### config.mk
export PLATFORM = sky130hd
export DESIGN_NAME = fsm_status_core
export DESIGN_NICKNAME = d
export VERILOG_FILES = /design/src/fsm_sector_decode.v /design/src/fsm_status_core.v
export VERILOG_INCLUDE_DIRS = /design/src /design/src/src
export SDC_FILE = /design/constraint.sdc
export NUM_CORES = 1
export LEC_CHECK = 0
export BUFFER_PORTS_ARGS = -buffer_cell sky130_fd_sc_hd__buf_2
export CAP_MARGIN = 20
export CORE_UTILIZATION = 53
export CTS_BUF_LIST = sky130_fd_sc_hd__clkbuf_16
export DETAILED_ROUTE_END_ITERATION = 16
export HOLD_SLACK_MARGIN = 0.06
export PLACE_DENSITY = 0.8
export SYNTH_ARGS = -nofsm -noshare
export SYNTH_HDL_FRONTEND = slang
export SYNTH_SLANG_ARGS = --single-unit
### constraint.sdc
create_clock -name clk_in -period 1.94 [get_ports clk_in]
set_input_delay 0.291 -clock clk_in [delete_from_list [all_inputs] [get_ports clk_in]]
set_output_delay 0.291 -clock clk_in [all_outputs]
set_load 0.005 [all_outputs]
### src/fsm_map.vh
`ifndef FSM_MAP_VH
`define FSM_MAP_VH
// ----------------------------------------
// Status register fields
// ----------------------------------------
`define FSM_SR_RESET 8'h00
`define FSM_SR_LOCK 7
`define FSM_SR_QUAD_EN 6
`define FSM_SR_BP_HI 5
`define FSM_SR_BP_LO 2
`define FSM_SR_WR_LATCH 1
`define FSM_SR_BUSY 0
// ----------------------------------------
// Commands
// ----------------------------------------
`define FSM_CMD_STATUS_WR 8'h01
`define FSM_CMD_WR_DISABLE 8'h04
`define FSM_CMD_STATUS_RD 8'h05
`define FSM_CMD_WR_ENABLE 8'h06
`define FSM_CMD_SE 8'h20
`define FSM_CMD_PP 8'h02
// ----------------------------------------
// Geometry and timing
// ----------------------------------------
`define FSM_SECTOR_BITS 12
`define FSM_BLK32_BITS 15
`define FSM_BLK64_BITS 16
`define FSM_WRITE_NS 1000
`define FSM_CLK_NS 50
`define FSM_WRITE_CYC ((`FSM_WRITE_NS + `FSM_CLK_NS - 1) / `FSM_CLK_NS)
`endif

### src/fsm_sector_decode.v
`timescale 1ns/1ps
`include "fsm_map.vh"
module fsm_sector_decode #(
  parameter ADDR_BITS = 19
) (
  input wire [23:0] addr_in,
  output wire [ADDR_BITS-13:0] sector_out,
  output wire [ADDR_BITS-16:0] block32_out,
  output wire [ADDR_BITS-17:0] block64_out
);
  // Bits above the density are dropped.
  assign sector_out = addr_in[ADDR_BITS-1:`FSM_SECTOR_BITS];
  assign block32_out = addr_in[ADDR_BITS-1:`FSM_BLK32_BITS];
  assign block64_out = addr_in[ADDR_BITS-1:`FSM_BLK64_BITS];
endmodule // fsm_sector_decode

### src/fsm_status_core.v
`timescale 1ns/1ps
`include "fsm_map.vh"
module fsm_status_core #(
  parameter ADDR_BITS = 19,
  parameter WRITE_CYC = `FSM_WRITE_CYC
) (
  input wire clk_in,
  input wire rst_in,
  input wire sck_in,
  input wire ce_n_in,
  input wire si_in,
  input wire wp_n_in,
  output reg so_out,
  output reg so_oe_out,
  output reg [7:0] status_out,
  output reg [7:0] function_out,
  output reg [ADDR_BITS-13:0] sector_out,
  output reg [ADDR_BITS-16:0] block32_out,
  output reg [ADDR_BITS-17:0] block64_out,
  output reg protect_hit_out
);
  // ----------------------------------------
  // Pin synchronisers
  // ----------------------------------------
  reg [1:0] sck_s_q;
  reg [1:0] ce_s_q;
  reg [1:0] si_s_q;
  reg [1:0] wp_s_q;
  reg sck_d1_q;
  always @(posedge clk_in) begin
    if (rst_in) begin
      sck_s_q <= 2'h0;
      ce_s_q <= 2'h3;
      si_s_q <= 2'h0;
      wp_s_q <= 2'h3;
      sck_d1_q <= 1'b0;
    end else begin
      sck_s_q <= {sck_s_q[0], sck_in};
      ce_s_q <= {ce_s_q[0], ce_n_in};
      si_s_q <= {si_s_q[0], si_in};
      wp_s_q <= {wp_s_q[0], wp_n_in};
      sck_d1_q <= sck_s_q[1];
    end
  end
  wire sel = ~ce_s_q[1];
  wire rise = sel & sck_s_q[1] & ~sck_d1_q;
  wire fall = sel & ~sck_s_q[1] & sck_d1_q;

  // ----------------------------------------
  // Address decode
  // ----------------------------------------
  reg [23:0] addr_q;
  wire [ADDR_BITS-13:0] sec_w;
  wire [ADDR_BITS-16:0] b32_w;
  wire [ADDR_BITS-17:0] b64_w;
  fsm_sector_decode #(.ADDR_BITS(ADDR_BITS)) u_dec (
    .addr_in(addr_q),
    .sector_out(sec_w),
    .block32_out(b32_w),
    .block64_out(b64_w)
  );

  // top-down protection, BP value selects the number of 64 KB regions.
  function prot_hit;
    input [3:0] bp;
    input [ADDR_BITS-17:0] blk;
    reg [4:0] top;
    begin
      top = 5'h1 << (ADDR_BITS - 16);
      prot_hit = (bp != 4'h0) && (({1'b0, bp} >= top) || ({27'h0, blk} >= ({27'h0, top} - {28'h0, bp})));
    end
  endfunction

  // ----------------------------------------
  // Serial command engine
  // ----------------------------------------
  localparam ST_CMD = 2'h0;
  localparam ST_ADDR = 2'h1;
  localparam ST_DATA = 2'h2;
  localparam ST_READ = 2'h3;
  reg [1:0] st_q;
  reg [4:0] cnt_q;
  reg [7:0] sh_q;
  reg [7:0] cmd_q;
  reg [7:0] sr_q;
  reg [7:0] fr_q;
  reg [7:0] tx_q;
  reg pend_q;
  reg [7:0] new_sr_q;
  reg [15:0] busy_q;
  wire [7:0] sh_n = {sh_q[6:0], si_s_q[1]};
  // The protection test needs the address with its last bit already shifted in.
  wire [23:0] addr_n = {addr_q[22:0], si_s_q[1]};
  wire locked = sr_q[`FSM_SR_LOCK] & ~wp_s_q[1];
  wire busy = sr_q[`FSM_SR_BUSY];
  always @(posedge clk_in) begin
    if (rst_in) begin
      st_q <= ST_CMD;
      cnt_q <= 5'h0;
      sh_q <= 8'h0;
      cmd_q <= 8'h0;
      sr_q <= `FSM_SR_RESET;
      fr_q <= 8'h00;
      tx_q <= 8'h0;
      pend_q <= 1'b0;
      new_sr_q <= 8'h0;
      busy_q <= 16'h0;
      addr_q <= 24'h0;
      so_out <= 1'b0;
      so_oe_out <= 1'b0;
      status_out <= `FSM_SR_RESET;
      function_out <= 8'h00;
      sector_out <= {(ADDR_BITS-12){1'b0}};
      block32_out <= {(ADDR_BITS-15){1'b0}};
      block64_out <= {(ADDR_BITS-16){1'b0}};
      protect_hit_out <= 1'b0;
    end else begin
      status_out <= sr_q;
      function_out <= fr_q;
      sector_out <= sec_w;
      block32_out <= b32_w;
      block64_out <= b64_w;
      protect_hit_out <= prot_hit(sr_q[`FSM_SR_BP_HI:`FSM_SR_BP_LO], b64_w);
      // busy timer runs the write cycle, then clears busy and the latch.
      if (busy) begin
        if (busy_q <= 16'h1) begin
          sr_q[`FSM_SR_BUSY] <= 1'b0;
          sr_q[`FSM_SR_WR_LATCH] <= 1'b0;
        end else begin
          busy_q <= busy_q - 16'h1;
        end
      end
      if (!sel) begin
        // frame end commits a pending write unless it is a status write while locked
        st_q <= ST_CMD;
        cnt_q <= 5'h0;
        so_oe_out <= 1'b0;
        if (pend_q) begin
          pend_q <= 1'b0;
          if (cmd_q != `FSM_CMD_STATUS_WR || !locked) begin
            sr_q[`FSM_SR_BUSY] <= 1'b1;
            busy_q <= WRITE_CYC[15:0];
            if (cmd_q == `FSM_CMD_STATUS_WR) begin
              sr_q[7:2] <= new_sr_q[7:2];
            end
          end
        end
      end else if (rise) begin
        sh_q <= sh_n;
        cnt_q <= cnt_q + 5'h1;
        case (st_q)
          ST_CMD: begin
            if (cnt_q == 5'h7) begin
              cnt_q <= 5'h0;
              cmd_q <= sh_n;
              if (sh_n == `FSM_CMD_WR_ENABLE && !busy) begin
                sr_q[`FSM_SR_WR_LATCH] <= 1'b1;
              end else if (sh_n == `FSM_CMD_WR_DISABLE && !busy) begin
                sr_q[`FSM_SR_WR_LATCH] <= 1'b0;
              end
              if (sh_n == `FSM_CMD_STATUS_RD) begin
                st_q <= ST_READ;
                tx_q <= sr_q;
              end else if (sh_n == `FSM_CMD_STATUS_WR) begin
                st_q <= ST_DATA;
              end else if (sh_n == `FSM_CMD_SE || sh_n == `FSM_CMD_PP) begin
                st_q <= ST_ADDR;
              end else begin
                st_q <= ST_CMD;
                cnt_q <= 5'h0;
              end
            end
          end
          ST_ADDR: begin
            addr_q <= addr_n;
            if (cnt_q == 5'h17) begin
              st_q <= ST_DATA;
              cnt_q <= 5'h0;
              // protected or not enabled ops are dropped
              pend_q <= sr_q[`FSM_SR_WR_LATCH] & ~busy &
                ~prot_hit(sr_q[`FSM_SR_BP_HI:`FSM_SR_BP_LO], addr_n[ADDR_BITS-1:`FSM_BLK64_BITS]);
            end
          end
          ST_DATA: begin
            if (cnt_q == 5'h7 && cmd_q == `FSM_CMD_STATUS_WR) begin
              new_sr_q <= sh_n;
              pend_q <= sr_q[`FSM_SR_WR_LATCH] & ~busy;
            end
          end
          default: begin
            st_q <= ST_READ;
          end
        endcase
      end else if (fall && st_q == ST_READ) begin
        // drive on falling edge, status repeats live.
        so_oe_out <= 1'b1;
        if (cnt_q[2:0] == 3'h0) begin
          so_out <= sr_q[7];
          tx_q <= {sr_q[6:0], 1'b0};
        end else begin
          so_out <= tx_q[7];
          tx_q <= {tx_q[6:0], 1'b0};
        end
      end
    end
  end
endmodule // fsm_status_core

==> results_tabular.tex <==
\begin{tabular}{lr}
\hline
Metric & Value \\
\hline
\multicolumn{2}{l}{\textbf{Status}} \\
Result of the run & complete, no violations \\
\multicolumn{2}{l}{\textbf{Drt}} \\
Total Wirelength & slightly below 10000 µm \\
Post-DR vias/cell & 5.67 \\
Routed length per placed instance & 14.7 µm \\
Post-detailed-route DRC marker count & 0 \\
Starting DRT DRC Count & 154 \\
Via count & 3798 \\
Pre-Repair DR Iteration Count & 5 \\
DRT antenna net count & 0 \\
\multicolumn{2}{l}{\textbf{STA}} \\
Setup slack after layout & about 0.066 ns \\
Max-slew violation count & 0 \\
Count of final setup violators & 0 \\
F\_max & between 500 and 600 MHz \\
Relative slew margins & 0.621 \\
Share of the clock period used by the worst path after layout & 0.966 \\
Setup TNS & 0 ns \\
Slew at the pin with the worst max-slew slack & about 0.57 ns \\
Setup skew after layout & 0.00902 ns \\
RSZ-0062 raised after global routing & true \\
Final-report hold violation count & 0 \\
Post-layout minimum cycle time & 1.87 ns \\
\multicolumn{2}{l}{\textbf{Pwr}} \\
Net switching component of the power & about 900 µW \\
Int Pwr & 3090 µW \\
Clock network fraction of design power & 0.425 \\
Static power due to leakage & between 0.002 and 0.0025 µW \\
Part of the power in registers & 0.556 \\
Maximum VDD drop & around 0.48 mV \\
Power per standard cell area & 749 mW/mm² \\
Fraction of power spent switching nets & 0.222 \\
Combinational Power Share & 0.020 \\
\multicolumn{2}{l}{\textbf{Worst hold path}} \\
Hold depth & 2 \\
Launch instance of the worst min-delay path & ce\_n\_in \\
Min-Delay Path Class & input port to flop \\
End point of the worst hold path & ce\_s\_q[0]\$\_SDFF\_PP1\_ \\
\multicolumn{2}{l}{\textbf{Floorplan}} \\
Area of the die & 0.00927 mm² \\
Number of top-level pins & 39 \\
Initial Util & 0.543 \\
Standard cell core area & 0.00868 mm² \\
Number of standard-cell rows in the floorplan & 34 \\
Die span in y & 96.3 µm \\
Die X-Extent & 96.3 µm \\
\multicolumn{2}{l}{\textbf{Synth}} \\
Register bit count reported by yosys & 107 \\
Netlist area before placement & $\sim$0.0047 mm² \\
Post-synth top flop & dfxtp\_1 \\
Ranking of synthesized cells by instance count & dfxtp\_1, nand2\_1, a21oi\_1 \\
Synth async-reset ratio & 0 \\
Sequential share of the synthesized area & 0.455 \\
EDFF count, synth & 0 \\
Number of distinct standard cells referenced by the synthesized netlist & 65 \\
Total of warnings raised by yosys & 0 \\
Cell with the most instances after synthesis & dfxtp\_1 \\
Main area contributors after synthesis & dfxtp\_1, mux2i\_1, nand2\_1, a21oi\_1, nor2\_1 \\
Share of the synthesized area in the top cell type & 0.455 \\
Post-synth top area cell & dfxtp\_1 \\
Mean instance size in the synthesized netlist & 8.98 µm² \\
Cells after synthesis & 525 \\
\multicolumn{2}{l}{\textbf{Clock tree}} \\
Clk Tree Root Cell & clkbuf\_16 \\
Maximum level of the CTS H-tree & 3 \\
Number of sinks driven by the clock tree & 107 \\
Clock transition time at the flip-flop clock pins of the worst setup and hold paths & 0.07 ns \\
Skew-Pair Late Insertion Delay & between 0.3 and 0.4 ns \\
Clock tree from TritonCTS & yes \\
Number of buffers on the longest clock path & 2 \\
Hold buffer count at CTS & 0 \\
Total CTS buffers & 9 \\
\multicolumn{2}{l}{\textbf{GRT}} \\
Largest net degree at the start of global routing & 38 \\
Number of global-route vias before repair & 3529 \\
First-pass GRT wire length & $\sim$16000 µm \\
Antenna violations before repair & 0 \\
Overall Global Routing Usage & 0.224 \\
Global-route congestion overflow total & 0 \\
\multicolumn{2}{l}{\textbf{Place}} \\
Last weighted congestion value of the routability-driven placer & around 0.85 \\
Worst setup slack after placement & $\sim$0.0036 ns \\
PortBufs & 30 \\
HPWL after detailed placement & approximately 6700 µm \\
\multicolumn{2}{l}{\textbf{Critical path}} \\
Capture point of the worst reg-to-reg path & busy\_q[12]\$\_SDFF\_PP0\_ \\
Startpoint type of the worst setup path & flop \\
Register-to-Register Setup Slack & 0.07 ns \\
Buffer and inverter count on the worst path & 1 \\
Delay contributed by the slowest stage of the critical path & 0.62 ns \\
Crit path launch & busy\_q[1]\$\_SDFF\_PP0\_ \\
CP required & between 2 and 2.5 ns \\
Cell with the largest stage delay on the worst path & or4b\_2 \\
Crit path capture type & flop \\
Worst Path Arrival & around 2.2 ns \\
Worst setup path class & flop to flop \\
Crit path max-delay family & simple AND/OR/NAND/NOR gates \\
Count of cells along the worst register-to-register path & 6 \\
Crit Path Max Fanout & 3 \\
Startpoint of the most critical register-to-register path & busy\_q[1]\$\_SDFF\_PP0\_ \\
Worst path cell trace & inv\_4 > ha\_4 > nand2\_2 > or4b\_2 > or4\_1 > a21oi\_1 \\
\multicolumn{2}{l}{\textbf{Cells and area}} \\
Antenna diode count & 0 \\
Layout Area Growth over Synthesis & 12.6\% \\
Layout cells sized above 1 & 0.178 \\
Final design utilization & 0.611 \\
Nets & 574 \\
\multicolumn{2}{l}{\textbf{Job}} \\
Max-cap violations & 0 \\
\hline
\end{tabular}
[worst reg2reg max path: stages (launching register included)]
cell and delay, ns:
dfxtp_2 0.35, inv_4 0.08, ha_4 0.14, nand2_2 0.06, or4b_2 0.62, or4_1 0.42
a21oi_1 0.15
[timing repair]
action	4_1_cts	5_1_grt
gates resized for setup	4	12
setup buffers	1	0
endpoints found under the setup margin	10	21
pin swaps	1	2
endpoints found under the hold margin	0	0
[layout make-up]
class                           instances  area (µm²)
Inverter                               11        43.8
Sequential cell                       107        2140
Clock inverter                          7        46.3
Multi-Input combinational cell        371        2350
Tap cell                              108         135
Fill cell                             729        3370
Clock buffer                            9         225
Timing Repair Buffer                   57         357
[registers in the layout (all words and copies together), names as in the netlist]
signal / cells
cnt_q: 5
new_sr_q: 6
st_q: 2
protect_hit_out: 1
sck_d1_q: 1
sck_s_q: 2
sr_q: 8
cmd_q: 8
busy_q: 16
so_oe_out: 1
pend_q: 1
addr_q: 19
wp_s_q: 2
si_s_q: 2
sh_q: 7
tx_q: 8
so_out: 1
sector_out: 7
status_out: 8
ce_s_q: 2
[how the worst max path moves through the flow]
stage                             to  cells after the start
2_1_floorplan  busy_q[12]$_SDFF_PP0_                      6
6_report       busy_q[12]$_SDFF_PP0_                      6
4_1_cts         busy_q[2]$_SDFF_PP0_                      5
3_3_place_gp    busy_q[2]$_SDFF_PP0_                      5
3_5_place_dp    busy_q[2]$_SDFF_PP0_                      5
5_1_grt         st_q[0]$_SDFFE_PP0P_                      5
[per-stage QoR]
step	power, µW	instances	hold slack (ns)	instance area [µm²]
floorplan	2320	532	0.389	4740
global placement	2340	653	0.394	4980
detailed placement	2340	653	0.395	4980
CTS	4010	670	0.115	5270
global route	4090	670	0.131	5310
finish	3980	670	0.120	5310
[power by group through the flow]
stage | combinational (µW) | sequential, µW | clock, µW
3_3_place_gp | 74.6 | 2260 | 0
3_5_place_dp | 76.1 | 2260 | 0
2_1_floorplan | 67.7 | 2260 | 0
4_1_cts | 76.7 | 2210 | 1730
6_report | 77.8 | 2210 | 1690
5_1_grt | 87.0 | 2210 | 1790
[metal layers]
layer,up-vias,track usage,wire [µm]
met4,0,0.0882,211
met3,20,0.0506,387
met2,97,0.389,4890
met1,1803,0.267,4370
met5,-,0,0
li1,1878,-,-
[cell families (layout without fill, tap and decap cells)]
| family | after synthesis | in the layout | synth area share |
|---|---|---|---|
| buffers and inverters | 54 | 84 | 0.0595 |
| AND/OR/NAND/NOR | 210 | 210 | 0.234 |
| flip-flops | 107 | 107 | 0.455 |
| multiplexers | 36 | 36 | 0.0773 |
| other | 1 | 8 | 0.000796 |
| XOR/XNOR | 5 | 5 | 0.00929 |
| AO/OA/AOI/OAI | 101 | 101 | 0.135 |
| adder cells (fa/ha/maj) | 11 | 11 | 0.0292 |
[cells in the final DEF, fill, tap and decap left out, types with 5 or more instances in the layout]
master     count
ha_1           9
clkbuf_16      9
a211o_1        6
o21ai_0       10
or4_1          5
dfxtp_1      105
buf_4         26
nor2b_1       19
nor2_1        39
conb_1         8
mux2i_1       33
a31oi_1        6
or3_1          5
buf_2         30
nand3_1        9
nand2b_1       9
nand2_1       80
a21oi_1       47
inv_1         11
o31ai_1        5
Power figures use the tool's default switching activity.
